<file path="src/dds_consts.svh">
// Constants for the serial write port of the synthesizer core
`ifndef DDS_CONSTS_SVH
`define DDS_CONSTS_SVH
`define WORD_BITS 16
`define CTRL_MSB 15
`define CTRL_LSB 12
`define ADDR_MSB 11
`define ADDR_LSB 8
`define DATA_MSB 7
`define DATA_LSB 0
`define ACC_BITS 32
`define PHASE_BITS 12
`define OUT_BITS 12
`define CTRL_WR_LO 4'h0
`define CTRL_WR_HI 4'h1
`define SCLK_MAX_MHZ 20
`define MCLK_MAX_MHZ 50
`endif

</file>
<file path="src/dds_pkg.sv">
// Types shared by the serial write port design
package dds_pkg;
   typedef struct packed {
      logic [3:0] ctrl;
      logic [3:0] addr;
      logic [7:0] data;
   } serial_word_t;
   typedef struct packed {
      logic frame_sync_n;
      logic sclk;
      logic serial_data_in;
   } serial_pins_t;
   typedef enum logic [2:0] {
      ST_IDLE = 3'b001,
      ST_SHIFT = 3'b010,
      ST_DONE = 3'b100
   } rx_state_t;
endpackage

</file>
<file path="src/dds_serial_write_port.sv">
// Serial write port, register bank and phase accumulator of the synthesizer
`timescale 1ns/10ps
`default_nettype none
`include "dds_consts.svh"
module dds_serial_write_port (
   input wire logic i_clk, // Master clock, 25 MHz
   input wire logic i_arst_n, // Asynchronous reset, active low
   input wire dds_pkg::serial_pins_t i_pins, // Frame sync, shift clock, serial data
   input wire logic i_freq_reg_select_pin, // Chooses frequency word 0 or 1
   input wire logic [1:0] i_phase_sel, // Chooses one of four phase offsets
   output logic [`OUT_BITS-1:0] o_phase, // Phase word to the cosine table
   output logic o_word_valid, // Pulse: a whole word was taken
   output var dds_pkg::serial_word_t o_last_word // Last word taken
);
   import dds_pkg::*;

   // ************************************************************
   // Input sampling
   // ************************************************************
   // shift clock rate limit
   // Shift clock is oversampled; at 25 MHz master clock this limits the
   // usable shift rate, the trade for a single clock domain design.
   // High and low phases of the shift clock must each last longer than one
   // master clock, so the full 20 MHz host rate needs a faster master clock.
   logic [2:0] sclk_reg, sclk_next;
   logic [1:0] fs_reg, fs_next;
   logic [1:0] sd_reg, sd_next;
   logic fall;
   // Shift the three pins into their sampling chains
   always_comb begin
      sclk_next = {sclk_reg[1:0], i_pins.sclk};
      fs_next = {fs_reg[0], i_pins.frame_sync_n};
      sd_next = {sd_reg[0], i_pins.serial_data_in};
   end
   // Sampling chains; idle high levels preloaded so reset makes no false edge
   // Shift clock chain is one stage deeper than the data chain; stage 1 of each is read, so each bit is seen aligned
   always_ff @(posedge i_clk or negedge i_arst_n) begin
      if (!i_arst_n) begin
         sclk_reg <= 3'h7;
         fs_reg <= 2'h3;
         sd_reg <= 2'h0;
      end else begin
         sclk_reg <= sclk_next;
         fs_reg <= fs_next;
         sd_reg <= sd_next;
      end
   end
   // falling edge detect
   // Stages 1 and 2 only, so the first sampling stage is never read here
   // any idle level
   // Edge based, so a shift clock resting high or resting low looks the same
   assign fall = sclk_reg[2] & ~sclk_reg[1];

   // ************************************************************
   // Word receiver
   // ************************************************************
   rx_state_t state_reg, state_next;
   logic [`WORD_BITS-1:0] shift_reg, shift_next;
   logic [4:0] cnt_reg, cnt_next;
   logic valid_reg, valid_next;
   serial_word_t last_reg, last_next;
   // Counts falls inside one low sync; the word is only handed on when the
   // count reaches sixteen, so a short frame never touches the register bank.
   // Next state of the receiver
   always_comb begin
      state_next = state_reg;
      shift_next = shift_reg;
      cnt_next = cnt_reg;
      valid_next = 1'b0;
      last_next = last_reg;
      case (state_reg)
         ST_IDLE: begin
            // Falls seen before the sync goes low are not counted
            cnt_next = 5'h00;
            if (!fs_reg[1]) begin
               state_next = ST_SHIFT;
            end
         end
         ST_SHIFT: begin
            if (fs_reg[1]) begin
               state_next = ST_IDLE;
            end else if (fall) begin
               shift_next = {shift_reg[`WORD_BITS-2:0], sd_reg[1]};
               cnt_next = cnt_reg + 5'h01;
               if (cnt_reg == 5'(`WORD_BITS - 1)) begin
                  state_next = ST_DONE;
                  valid_next = 1'b1;
                  last_next = serial_word_t'({shift_reg[`WORD_BITS-2:0], sd_reg[1]});
               end
            end
         end
         ST_DONE: begin
            // Extra edges in the same frame are ignored until sync rises
            if (fs_reg[1]) begin
               state_next = ST_IDLE;
            end
         end
         default: begin
            state_next = ST_IDLE;
         end
      endcase
   end
   // Receiver registers
   // Reset parks the receiver in idle with an empty word
   always_ff @(posedge i_clk or negedge i_arst_n) begin
      if (!i_arst_n) begin
         state_reg <= ST_IDLE;
         shift_reg <= 16'h0000;
         cnt_reg <= 5'h00;
         valid_reg <= 1'b0;
         last_reg <= '0;
      end else begin
         state_reg <= state_next;
         shift_reg <= shift_next;
         cnt_reg <= cnt_next;
         valid_reg <= valid_next;
         last_reg <= last_next;
      end
   end

   // ************************************************************
   // Register bank
   // ************************************************************
   // Address map of the word's address field:
   // bit3=0 selects a frequency word, bit2 the word, bits1:0 the byte lane
   // bit3=1 selects a phase offset, bits2:1 the offset, bit0 high or low byte
   // The control field is not decoded, so every complete word writes a byte;
   // a write takes effect on the clock after the valid pulse.
   logic [`ACC_BITS-1:0] freq_reg [2];
   logic [`ACC_BITS-1:0] freq_next [2];
   logic [15:0] phase_reg [4];
   logic [15:0] phase_next [4];
   genvar gi;
   // One pass per phase offset; the first two passes also hold the frequency words
   generate
      for (gi = 0; gi < 4; gi++) begin : g_regs
         always_comb begin
            phase_next[gi] = phase_reg[gi];
            if (valid_reg && last_reg.addr[3] && last_reg.addr[2:1] == 2'(gi)) begin
               if (last_reg.addr[0]) begin
                  phase_next[gi][15:8] = last_reg.data;
               end else begin
                  phase_next[gi][7:0] = last_reg.data;
               end
            end
         end
         // Phase offset storage; only the low 12 bits reach the adder
         always_ff @(posedge i_clk or negedge i_arst_n) begin
            if (!i_arst_n) begin
               phase_reg[gi] <= 16'h0000;
            end else begin
               phase_reg[gi] <= phase_next[gi];
            end
         end
         if (gi < 2) begin : g_freq
            always_comb begin
               freq_next[gi] = freq_reg[gi];
               if (valid_reg && !last_reg.addr[3] && last_reg.addr[2] == 1'(gi)) begin
                  freq_next[gi][8*last_reg.addr[1:0] +: 8] = last_reg.data;
               end
            end
            // Frequency word storage, one byte lane per write
            always_ff @(posedge i_clk or negedge i_arst_n) begin
               if (!i_arst_n) begin
                  freq_reg[gi] <= 32'h00000000;
               end else begin
                  freq_reg[gi] <= freq_next[gi];
               end
            end
         end
      end
   endgenerate

   // ************************************************************
   // Phase accumulator
   // ************************************************************
   logic [`ACC_BITS-1:0] acc_reg, acc_next;
   logic [`OUT_BITS-1:0] ph_reg, ph_next;
   // Next accumulator and phase word
   always_comb begin
      // accumulate selected word
      // Wraps modulo 2^32, which is the intended turn of the phase wheel
      acc_next = acc_reg + freq_reg[i_freq_reg_select_pin];
      ph_next = acc_reg[`ACC_BITS-1 -: `OUT_BITS] + phase_reg[i_phase_sel][`PHASE_BITS-1:0];
   end
   // Accumulator and phase registers
   always_ff @(posedge i_clk or negedge i_arst_n) begin
      if (!i_arst_n) begin
         acc_reg <= 32'h00000000;
         ph_reg <= 12'h000;
      end else begin
         acc_reg <= acc_next;
         ph_reg <= ph_next;
      end
   end
   // Outputs come straight from their registers
   assign o_phase = ph_reg;
   assign o_word_valid = valid_reg;
   assign o_last_word = last_reg;
endmodule // dds_serial_write_port
`default_nettype wire

</file>
<file path="config.mk">
export PLATFORM = sky130hd
export DESIGN_NAME = dds_serial_write_port
export DESIGN_NICKNAME = d
export VERILOG_FILES = /design/src/dds_pkg.sv /design/src/dds_serial_write_port.sv
export VERILOG_INCLUDE_DIRS = /design/src
export SDC_FILE = /design/constraint.sdc
export NUM_CORES = 1
export LEC_CHECK = 0
export BUFFER_PORTS_ARGS = -buffer_cell sky130_fd_sc_hd__clkbuf_2
export CORE_ASPECT_RATIO = 0.5
export CORE_MARGIN = 1
export CORE_UTILIZATION = 40
export DETAILED_ROUTE_END_ITERATION = 8
export GPL_ROUTABILITY_DRIVEN = 1
export HOLD_SLACK_MARGIN = 0.12
export SYNTH_ARGS = -nofsm -noshare
export SYNTH_HDL_FRONTEND = slang
export SYNTH_SLANG_ARGS = --single-unit
</file>
<file path="constraint.sdc">
create_clock -name i_clk -period 5.1 [get_ports i_clk]
set_input_delay 1.02 -clock i_clk [delete_from_list [all_inputs] [get_ports i_clk]]
set_output_delay 1.02 -clock i_clk [all_outputs]
set_load 0.005 [all_outputs]
</file>
Word-level counts from Yosys, hierarchy flattened
Index checks and enable logic that the tools add are counted.
{ "word_totals": {"register_bits": 219, "latch_bits": 0, "ram_bits": 0, "rom_bits": 0, "input_bits": 8, "out_inout_bits": 29, "word_cells": 94, "memories": 0} }
{ "op_classes": {"n_addsub": 4, "mul": 0, "div_mod_pow": 0, "magnitude_cmp": 2, "n_eq_ne": 13, "shifts": 2, "muxes": 21, "bitwise": 7, "n_reduce_logical": 23} }
{ "op_table": {"columns": ["op", "n"], "rows": [
  ["32-bit two-way mux", 3],
  ["32-bit bitwise mux", 2],
  ["5-bit negator with 34-bit output", 1],
  ["8-bit by 34-bit variable shift with 32-bit output (first input constant)", 1],
  ["8-bit by 34-bit variable part select with 32-bit output", 1],
  ["32-bit adder", 1],
  ["16-bit binary-select mux with 2-bit select", 1],
  ["12-bit two-way mux", 2],
  ["2-bit AND reduction", 8],
  ["3-bit two-way mux", 5],
  ["12-bit adder", 1],
  ["5-bit two-way mux", 2],
  ["5-bit case mux with 2 select lines", 1],
  ["3-bit case mux with 3 select lines", 1],
  ["1-bit logical AND", 8],
  ["2-bit inequality test (second input constant)", 4],
  ["4-bit AND reduction", 2],
  ["3-bit inequality test (second input constant)", 2],
  ["3-bit AND reduction", 2],
  ["5-bit by 1-bit adder with 5-bit output (second input constant)", 1],
  ["5-bit by 4-bit == test with 1-bit output (second input constant)", 1],
  ["2-bit == test (second input constant)", 2],
  ["1-bit two-way mux", 4],
  ["1-bit NOT", 4],
  ["12 further kinds", 12]
]} }

Depth between registers and ports, before layout
Gate-level depths: netlist (run 1).
{ "depth": {"word_depth": 5, "ltp_mapped": 12, "ltp_nobuf": 10} }

Least setup slack after synthesis (run 1)
No wires, ideal clock.
{ "synth_path": {"path_type": "input port to flip-flop", "startpoint": "in i_freq_reg_select_pin", "endpoint": "reg acc_reg[18]", "setup_time_ps": 80, "arrival_ps": 3848, "t_required_ps": 5020, "path_slack_ps": 1172, "stages": 12, "path_buffers": 2, "cell_sequence": "clkbuf_1 clkbuf_1 mux2_2 ha_1 fa_1 and3_1 o211ai_1 a21boi_1 o21a_1 or3_1 a31oi_1 xnor2_1"} }
{ "synth_via": {"elab_chain_len": 5} }
{ "synth_rtl": {"columns": ["element", "line_no", "rtl"], "rows": [
  ["start, declared", "dds_serial_write_port.sv:9", "input wire logic i_freq_reg_select_pin,"],
  ["1-bit NOT with 2-bit output (not written as such)", "dds_serial_write_port.sv:183", "acc_next = acc_reg + freq_reg[i_freq_reg_select_pin];"],
  ["32-bit two-way mux (not written as such) (3 in series)", "dds_serial_write_port.sv:183", null],
  ["32-bit adder", "dds_serial_write_port.sv:183", null],
  ["named net acc_next[18]", "dds_serial_write_port.sv:177", "logic [`ACC_BITS-1:0] acc_reg, acc_next;"],
  ["end signal, assigned", "dds_serial_write_port.sv:192", "acc_reg <= acc_next;"],
  ["end, declared", "dds_serial_write_port.sv:177", null]
]} }
The timed path passes the listed nets, and every way through them passes these cells. The select of a mux whose other input is x is not followed.
A chain may end at the register's enable or synchronous reset.

Worst setup path in the final report (run 1)
{ "layout_path": {"startpoint": "in i_freq_reg_select_pin", "endpoint": "reg acc_reg[24]"} }
The elaborated chain is that of the path after synthesis.

==> results of run 1 <==
metrics by stage:
step                      std cells  worst slack [ps]
after floorplan                 939              1170
after global placement         1274               857
after detailed placement       1274               906
after CTS                      1310              1420
after global routing           1310              1180
final                          1310              1350
final cells by class:
class                   instances  area share
well taps                     336      0.0372
clock buffers                  30      0.0530
clock inverters                 6     0.00963
inverters                      15     0.00498
multi-input cells             680       0.424
flip-flops and latches        203       0.450
repair buffers                 40      0.0205
power by group through the flow:
stage | combinational (W) | clock (W) | sequential [W]
after floorplan | 0.0000289 | 0 | 0.00166
final | 0.0000700 | 0.00160 | 0.00163
after global routing | 0.0000811 | 0.00170 | 0.00163
after CTS | 0.0000734 | 0.00164 | 0.00163
after global placement | 0.0000711 | 0 | 0.00166
after detailed placement | 0.0000733 | 0 | 0.00166
synth_stat cells, drive strengths merged, types with 5 or more instances:
cell | instances | share of area
dfstp | 6 | 0.016
nor2 | 28 | 0.010
dfrtp | 197 | 0.49
o211ai | 6 | 0.0045
a21oi | 39 | 0.020
nand2b | 8 | 0.0050
xnor2 | 26 | 0.023
nor3 | 6 | 0.0035
inv | 14 | 0.0052
mux4 | 12 | 0.027
a22o | 17 | 0.015
nand2 | 207 | 0.077
o21ai | 65 | 0.032
clkbuf | 32 | 0.012
o21bai | 6 | 0.0045
xor2 | 10 | 0.0087
nand3 | 12 | 0.0059
or3 | 5 | 0.0031
o21a | 10 | 0.0074
and3 | 5 | 0.0032
buf | 9 | 0.0045
a21o | 16 | 0.012
a211oi | 7 | 0.0057
mux2 | 80 | 0.089
ha | 48 | 0.059
per-layer routing:
metal,track usage,up-vias,part of all wire
li1,-,3368,-
met1,0.279,3463,0.50
met2,0.283,137,0.44
met3,0.0293,37,0.041
met4,0.0405,0,0.018
met5,0,-,0
kinds of logic (layout without fill, tap and decap cells):
group	after synthesis	after routing	share of synthesized area
xor gates and xnor gates	36	36	0.0312
buffers and inverters	56	91	0.0219
DFF	203	203	0.503
AOI/OAI and AO/OA	199	199	0.132
adders and majority gates	50	50	0.0634
muxes	96	96	0.120
and+or+nand+nor	299	299	0.129
worst max-delay path by stage:
stage,startpoint,endpoint,cells after the start
6_report,i_freq_reg_select_pin,acc_reg[24]$_DFF_PN0_,11
5_1_grt,i_freq_reg_select_pin,acc_reg[31]$_DFF_PN0_,11
4_1_cts,i_freq_reg_select_pin,acc_reg[24]$_DFF_PN0_,11
3_5_place_dp,i_freq_reg_select_pin,acc_reg[24]$_DFF_PN0_,11
3_3_place_gp,i_freq_reg_select_pin,acc_reg[31]$_DFF_PN0_,11
2_1_floorplan,i_freq_reg_select_pin,acc_reg[18]$_DFF_PN0_,12
==> qor.csv, run 1 <==
metric,value,unit
r2r worst-path depth,10,
Post-synth EDFFs,0,
max cap viols,0,
IO Count,37,
layout cells sized above 1,0.187,
Largest register FFs,64,
Bufs on Longest Clock Path,3,
setup repair bufs after CTS,0,
Critical-path top delay cell,ha_1,
Fillers,2252,
GRT Total Usage,0.186,
startpoint types,primary input,
CP Capture Type,flip-flop,
"Largest stage delay, worst path",420,ps
Clock transition at path regs,60,ps
initial antenna violation count,0,
R2R Setup Slk,2150,ps
Synth Instances,939,
post-synthesis sequential area ratio,0.503,
Final ANT Viol Nets,0,
vias in the first global route,6891,
H-tree levels,1,
CP Max Fanout,17,
Layout Utilization,0.464,
total iterations of the first detailed-routing run,7,
post-synth net total,997,
Avg WL per Cell,17.5,µm
Final Hold Fails,0,
Worst slew margin,0.257,
full die area,25900,µm²
Crit path max-delay family,compound AO/OA/AOI/OAI gates,
sw frac,0.209,
Area Growth Syn to Fin,11.8,%
fmax,267,MHz
largest net degree at the start of global routing,137,
RSZ-0062 raised after global routing,false,
number of distinct library cells after synthesis,68,
initial core utilization,0.415,
hold path start,fs_reg[0]$_DFF_PN1_,
Clock Latency Late Sink,510,ps
multi-input logic area,4800,µm²
design area,11300,µm²
chip width,227,µm
Num CTS Buffers,21,
PortBufs,36,
P_int,0.00261,W
worst path required time,5480,ps
combinational share of power,0.021,
FF/Latch Area,5090,µm²
CTS Sinks,203,
vias per cell,5.35,
#FFs+latches synth,203,
vias,7005,
YS warnings,0,
power per cell area,292,nW/µm²
core area,24400,µm²
gr ovfl total,0,
placed instance area,10600,µm²
Initial DRC Count,483,
Final Slew Violations,0,
WP data arrival,4130,ps
CP cell instances,"clkbuf_2, buf_4, mux2_2, ha_1, a21o_1, a31o_1, a221o_1, nor3_2, a21oi_2, a211o_1, o311ai_1",
worst path bufs/invs,2,
clock skew,16.1,ps
min Tclk post-route,3750,ps
GPL Wtd Cong,0.939,
fin crit share,0.735,
Die Ht,114,µm
VDD IR max,0.000176,V
Mean Syn Cell Area,10.8,µm²
Hold Slack,356,ps
Hold WC Path Type,flip-flop to flip-flop,
# hold bufs at CTS,0,
"commonest non-fill, non-tap cell in the layout",nand2_1,
total routed wirelength,22900,µm
Nets,1019,
Hold EP,fs_reg[1]$_DFF_PN1_,
r2r startpoint,freq_reg[0]$_DFFE_PN0P_,
CTS tree,done,
root buffer cell,clkbuf_16,
hold depth,0,
DRC viols,0,
asr flop ratio synth,1.00,
"Cell Area, Synth",10100,µm²
Reg-to-Reg End,acc_reg[24]$_DFF_PN0_,
Flop pwr share,0.494,
final setup fails,0,
HPWL after detailed placement,15900,µm
"commonest cells after routing, fill and taps aside","207 x nand2_1, 197 x dfrtp_1, 80 x mux2_2, 64 x o21ai_0, 48 x ha_1",
worst slew pin tran,1110,ps
first-pass GRT wire length,37700,µm
Main synth FF type,dfrtp_1,
Crit Path Category,primary input to flip-flop,
Row Count,40,
total negative slack,0,ps
Clock power frac,0.485,
Leak,5.63,nW
Net Sw Power,0.000688,W
"Power, Total",0.00329,W
status,"complete, no violations",
"Gates resized, CTS repair",0,
ANT cells,0,
(Power assumes the default switching activity.)
==> run 2: changes to the inputs <==
ABC_AREA = 1   (was unset)
clock period = 3.8 ns   (was 5.1 ns; I/O delays follow)
==> qor.csv, run 2 <==
metric,value,unit
status,"complete, but fails checks",
violations in the final reports,design-rule violations,
Row Count,42,
clock skew,17.4,ps
Final ANT Viol Nets,0,
ANT cells,0,
CTS Sinks,203,
PortBufs,36,
setup repair bufs after CTS,0,
Post-synth top cells,"449 x nand2_1, 197 x dfrtp_1, 197 x inv_1",
area share of the largest cell type after synthesis,0.456,
critical path's most frequent cell,nand2_1,
fin crit share,0.707,
Hold EP,sclk_reg[0]$_DFF_PN1_,
"Cell Area, Synth",10800,µm²
adder-cell area share of the yosys netlist,0.0592,
GPL Wtd Cong,0.964,
R2R Setup Slk,1280,ps
Nets,1477,
main combinational cell family by area after synthesis,simple AND/OR/NAND/NOR gates,
layout cells sized above 1,0.0823,
vias,8827,
CP Capture Type,flip-flop,
r2r startpoint,cnt_reg[0]$_DFFE_PN0P_,
max cap viols,0,
HPWL after detailed placement,20600,µm
chip width,235,µm
Bufs on Longest Clock Path,3,
Critical-path top delay cell,buf_4,
multi-input logic area,4830,µm²
synth top area cells,"dfrtp_1 46%, nand2_1 16%, o21ai_0 7.8%, inv_1 6.8%, ha_1 5.6%",
GRT Total Usage,0.211,
Mean Syn Cell Area,7.79,µm²
root buffer cell,clkbuf_16,
"commonest cells after routing, fill and taps aside","449 x nand2_1, 197 x inv_1, 197 x dfrtp_1, 168 x o21ai_0, 93 x nor2_1",
startpoint types,primary input,
Leak,6.20,nW
power per cell area,430,nW/µm²
xor and xnor fraction of the mapped netlist area,0.0202,
YS warnings,0,
first-pass GRT wire length,45700,µm
"Gates resized, CTS repair",0,
IO Count,37,
worst path required time,4200,ps
Final Hold Fails,0,
Main synth FF type,dfrtp_1,
WP data arrival,3090,ps
total iterations of the first detailed-routing run,7,
Crit Path Category,primary input to flip-flop,
vias per cell,4.94,
vias in the first global route,8438,
Avg WL per Cell,15.6,µm
hold path start,i_pins[1],
asr flop ratio synth,1.00,
P_int,0.00381,W
Post-synth EDFFs,0,
total negative slack,0,ps
worst slew pin tran,938,ps
Die Ht,118,µm
RSZ-0062 raised after global routing,false,
Area Growth Syn to Fin,11.9,%
number of distinct library cells after synthesis,33,
Synth Area in Simple Gates,0.240,
# hold bufs at CTS,0,
initial core utilization,0.408,
post-synth net total,1446,
largest net degree at the start of global routing,99,
gr ovfl total,0,
post-synthesis sequential area ratio,0.470,
CTS tree,done,
"commonest non-fill, non-tap cell in the layout",nand2_1,
H-tree levels,1,
r2r worst-path depth,9,
sw frac,0.268,
VDD IR max,0.000266,V
Final Slew Violations,0,
hold depth,1,
Clock transition at path regs,60,ps
Clock Latency Late Sink,520,ps
cell type with the highest aggregate area in the netlist,dfrtp_1,
total routed wirelength,27900,µm
core area,26500,µm²
Clock power frac,0.422,
Fillers,2665,
DRC viols,1,
Num CTS Buffers,21,
most numerous cell in the Yosys netlist,nand2_1,
Initial DRC Count,824,
FF/Latch Area,5090,µm²
post-synthesis compound-gate area fraction,0.102,
Synth Instances,1388,
Flop pwr share,0.452,
Largest register FFs,64,
mux cell area share after synthesis,0.0250,
fmax,372,MHz
min Tclk post-route,2690,ps
initial antenna violation count,0,
"Power, Total",0.00521,W
Worst slew margin,0.373,
"Largest stage delay, worst path",410,ps
#FFs+latches synth,203,
Reg-to-Reg End,o_last_word[11]$_DFFE_PN0P_,
CP cell instances,"clkbuf_2, buf_4, o21ai_0, ha_1, nand2_1, inv_1, a21oi_1, nand2_1, nand2_1, nand2_1, nand2_1, nand2_1, nand2_1, nand2_1",
final setup fails,0,
full die area,27700,µm²
combinational share of power,0.126,
CP Max Fanout,51,
Net Sw Power,0.00139,W
Hold WC Path Type,primary input to flip-flop,
run 2: cell types whose count changed after synthesis, moves of 15 or more:
cell and delta:
nand3_1 +33, xnor2_1 -23, nand2_1 +242, o21ai_0 +104, nor2_1 +65, inv_1 +183, nor3_1 +26, mux2_2 -58
a21o_1 -15, a22o_1 -17
run 2: cell type report:
type	instances	share of cell area
Clock buffer	29	0.0492
Clock inverter	9	0.0104
Inverter	202	0.0629
Tap cell	352	0.0364
Timing Repair Buffer	42	0.0214
Sequential cell	203	0.421
Multi-Input combinational cell	949	0.399
run 2: logic make-up (layout without fill, tap and decap cells):
group                      count (synthesis)  count (layout)
muxes                                     24              24
adders and majority gates                 50              50
AOI/OAI and AO/OA                        216             216
DFF                                      203             203
and+or+nand+nor                          634             634
buffers and inverters                    236             282
xor gates and xnor gates                  25              25
run 2: critical path, delay by kind of cell:
kind                       cells  cell delay, ps
and+or+nand+nor                8             850
adders and majority gates      1             400
AOI/OAI and AO/OA              2             430
buffers and inverters          3             620
run 2: power groups by stage:
stage | logic (W) | clock network [W] | registers, W
final | 0.000656 | 0.00220 | 0.00235
after global routing | 0.000753 | 0.00234 | 0.00236
after CTS | 0.000659 | 0.00224 | 0.00235
after detailed placement | 0.000655 | 0 | 0.00239
after global placement | 0.000642 | 0 | 0.00239
after floorplan | 0.000442 | 0 | 0.00238
run 2: worst max-delay path by stage:
stage	from	endpoint	cells after the start
2_1_floorplan	i_freq_reg_select_pin	acc_reg[28]$_DFF_PN0_	15
3_3_place_gp	i_freq_reg_select_pin	acc_reg[20]$_DFF_PN0_	14
3_5_place_dp	i_freq_reg_select_pin	acc_reg[20]$_DFF_PN0_	14
4_1_cts	i_freq_reg_select_pin	acc_reg[20]$_DFF_PN0_	14
5_1_grt	i_freq_reg_select_pin	acc_reg[28]$_DFF_PN0_	14
6_report	i_freq_reg_select_pin	acc_reg[20]$_DFF_PN0_	14
run 2: metal layers:
| layer | up-vias | wire [µm] | track usage | part of all wire |
|---|---|---|---|---|
| met1 | 4182 | 14600 | 0.336 | 0.52 |
| li1 | 4442 | - | - | - |
| met2 | 172 | 11500 | 0.299 | 0.41 |
| met4 | 0 | 354 | 0.0343 | 0.013 |
| met5 | - | 0 | 0 | 0 |
| met3 | 31 | 1450 | 0.0347 | 0.052 |
run 2: stage by stage:
stage | instances | util | hold WS [ps] | instance area, µm² | setup WS, ps
final | 1786 | 0.457 | 324 | 12100 | 1110
after global routing | 1786 | 0.457 | 311 | 12100 | 931
after CTS | 1786 | 0.457 | 308 | 12100 | 1140
after detailed placement | 1748 | 0.430 | 343 | 11400 | 617
after global placement | 1748 | 0.430 | 338 | 11400 | 646
after floorplan | 1388 | - | 331 | 10800 | 983
==> run 3: changes to the inputs <==
clock period = 2.2 ns   (was 3.8 ns; I/O delays follow)
==> qor.csv, run 3 (synthesis gave the netlist of run 2 again) <==
metric,value,unit
Die Ht,118,µm
total routed wirelength,28200,µm
CTS tree,done,
Worst slew margin,0.602,
chip width,235,µm
vias in the first global route,8980,
first-pass GRT wire length,46100,µm
PortBufs,36,
Critical-path top delay cell,dfrtp_1,
met2 usage,0.318,
"Largest stage delay, worst path",370,ps
Hold Slack,355,ps
Avg WL per Cell,14.9,µm
final setup fails,0,
worst path required time,2590,ps
Nets,1594,
"commonest non-fill, non-tap cell in the layout",nand2_1,
worst path bufs/invs,1,
Worst path depth,8,
"commonest cells after routing, fill and taps aside","443 x nand2_1, 197 x inv_1, 197 x dfrtp_1, 162 x o21ai_0, 114 x buf_4",
largest net degree at the start of global routing,53,
Final ANT Viol Nets,0,
Row Count,42,
Area Growth Syn to Fin,20.8,%
Largest register FFs,64,
Fillers,2577,
fin crit share,0.939,
total iterations of the first detailed-routing run,7,
vias,9278,
DP Worst Slack,-291,ps
Hold WC Path Type,flip-flop to flip-flop,
CP Capture Type,flip-flop,
root buffer cell,clkbuf_16,
IO Count,37,
core area,26500,µm²
vias per cell,4.89,
startpoint types,flip-flop,
max cap viols,0,
Crit path max-delay family,compound AO/OA/AOI/OAI gates,
gr ovfl total,0,
worst slew pin tran,595,ps
Final Non-Filler Cells,1899,
Initial DRC Count,883,
RSZ-0062 raised after global routing,false,
Clock transition at path regs,60,ps
hold depth,0,
fmax,484,MHz
layout cells sized above 1,0.159,
setup repair bufs after CTS,0,
Crit Path Category,flip-flop to flip-flop,
GR peak layer,met2,
initial core utilization,0.408,
Final Hold Fails,0,
full die area,27700,µm²
Final Slew Violations,0,
placed cell count,1861,
DRC viols,1,
GPL Wtd Cong,0.916,
VDD IR max,0.000403,V
GRT Total Usage,0.212,
Clock Latency Late Sink,520,ps
ANT cells,0,
CP cell instances,"o21ai_0, o22ai_1, ha_1, a21oi_1, nand2_1, buf_4, a31oi_1, xor2_1",
CTS Sinks,203,
Bufs on Longest Clock Path,3,
HPWL after detailed placement,21200,µm
Leak,6.79,nW
setup ws final,134,ps
grt met1 use,0.316,
H-tree levels,1,
CP Max Fanout,4,
WP data arrival,2450,ps
clock skew,9.57,ps
initial antenna violation count,0,
Num CTS Buffers,21,
r2r worst-path depth,8,
status,"complete, but fails checks",
met3 usage,0.0422,
min Tclk post-route,2070,ps
violations in the final reports,design-rule violations,
power per cell area,712,nW/µm²
[run 3: cell types whose count changed in the layout (fill, tap and decap cells not counted), sizes merged]
| cell | previous run | this run |
|---|---|---|
| buf | 6 | 119 |
| dlygate4sd3 | 0 | 4 |
| clkbuf | 65 | 62 |
| clkinvlp | 1 | 0 |
[run 3: worst reg2reg max path: cells and delay by family, from the launching register on]
family                   cells  cell delay [ps]
XOR/XNOR                     1              310
adder cells (fa/ha/maj)      1              350
AND/OR/NAND/NOR              1               90
buffers and inverters        1              150
flip-flops                   1              370
AO/OA/AOI/OAI                4              670
[run 3: path summary, 6_finish.rpt]
check	start	endpoint	slack (ps)
worst max-delay path	phase_reg[34]$_DFFE_PN0P_	o_phase[5]$_DFF_PN0_	130
worst min-delay path	sd_reg[0]$_DFF_PN0_	sd_reg[1]$_DFF_PN0_	350
worst max register to register	phase_reg[34]$_DFFE_PN0P_	o_phase[5]$_DFF_PN0_	130
worst min register to register	sd_reg[0]$_DFF_PN0_	sd_reg[1]$_DFF_PN0_	350
max in group asynchronous	i_arst_n	freq_reg[11]$_DFFE_PN0P_	1130
min in group asynchronous	i_arst_n	o_phase[0]$_DFF_PN0_	400
[run 3: repair_timing]
item                       4_1_cts  5_1_grt
setup endpoints to repair        0       16
hold endpoints to repair        29        0
gates resized for setup          0       13
hold buffers                     4        0
[run 3: per-stage QoR]
stage	util	total power (W)	TNS [ps]	instance area [µm²]
5_1_grt	0.493	0.00973	0	13100
3_5_place_dp	0.464	0.00562	-6310	12300
4_1_cts	0.492	0.00935	0	13000
3_3_place_gp	0.464	0.00558	-4900	12300
2_1_floorplan	-	0.00488	0	10900
6_report	0.493	0.00930	0	13100
[run 3: where the power goes]
part           switching (W)  internal [W]
registers           0.000114       0.00396
clock network        0.00149       0.00222
logic               0.000841      0.000674
[run 3: area by class of cell]
type | instances | area [µm²] | area share
inverter | 202 | 761 | 0.0582
sequential | 203 | 5090 | 0.389
tap | 352 | 440 | 0.0337
clock buffer | 26 | 584 | 0.0447
multi-input combinational | 949 | 4890 | 0.374
timing repair buffer | 159 | 1180 | 0.0907
clock inverter | 8 | 119 | 0.00910
[run 3: per-layer routing]
metal  up-vias  routed length, µm
met5         -                  0
met1      4383              14100
li1       4661                  -
met4         0                469
met2       195              12100
met3        39               1590
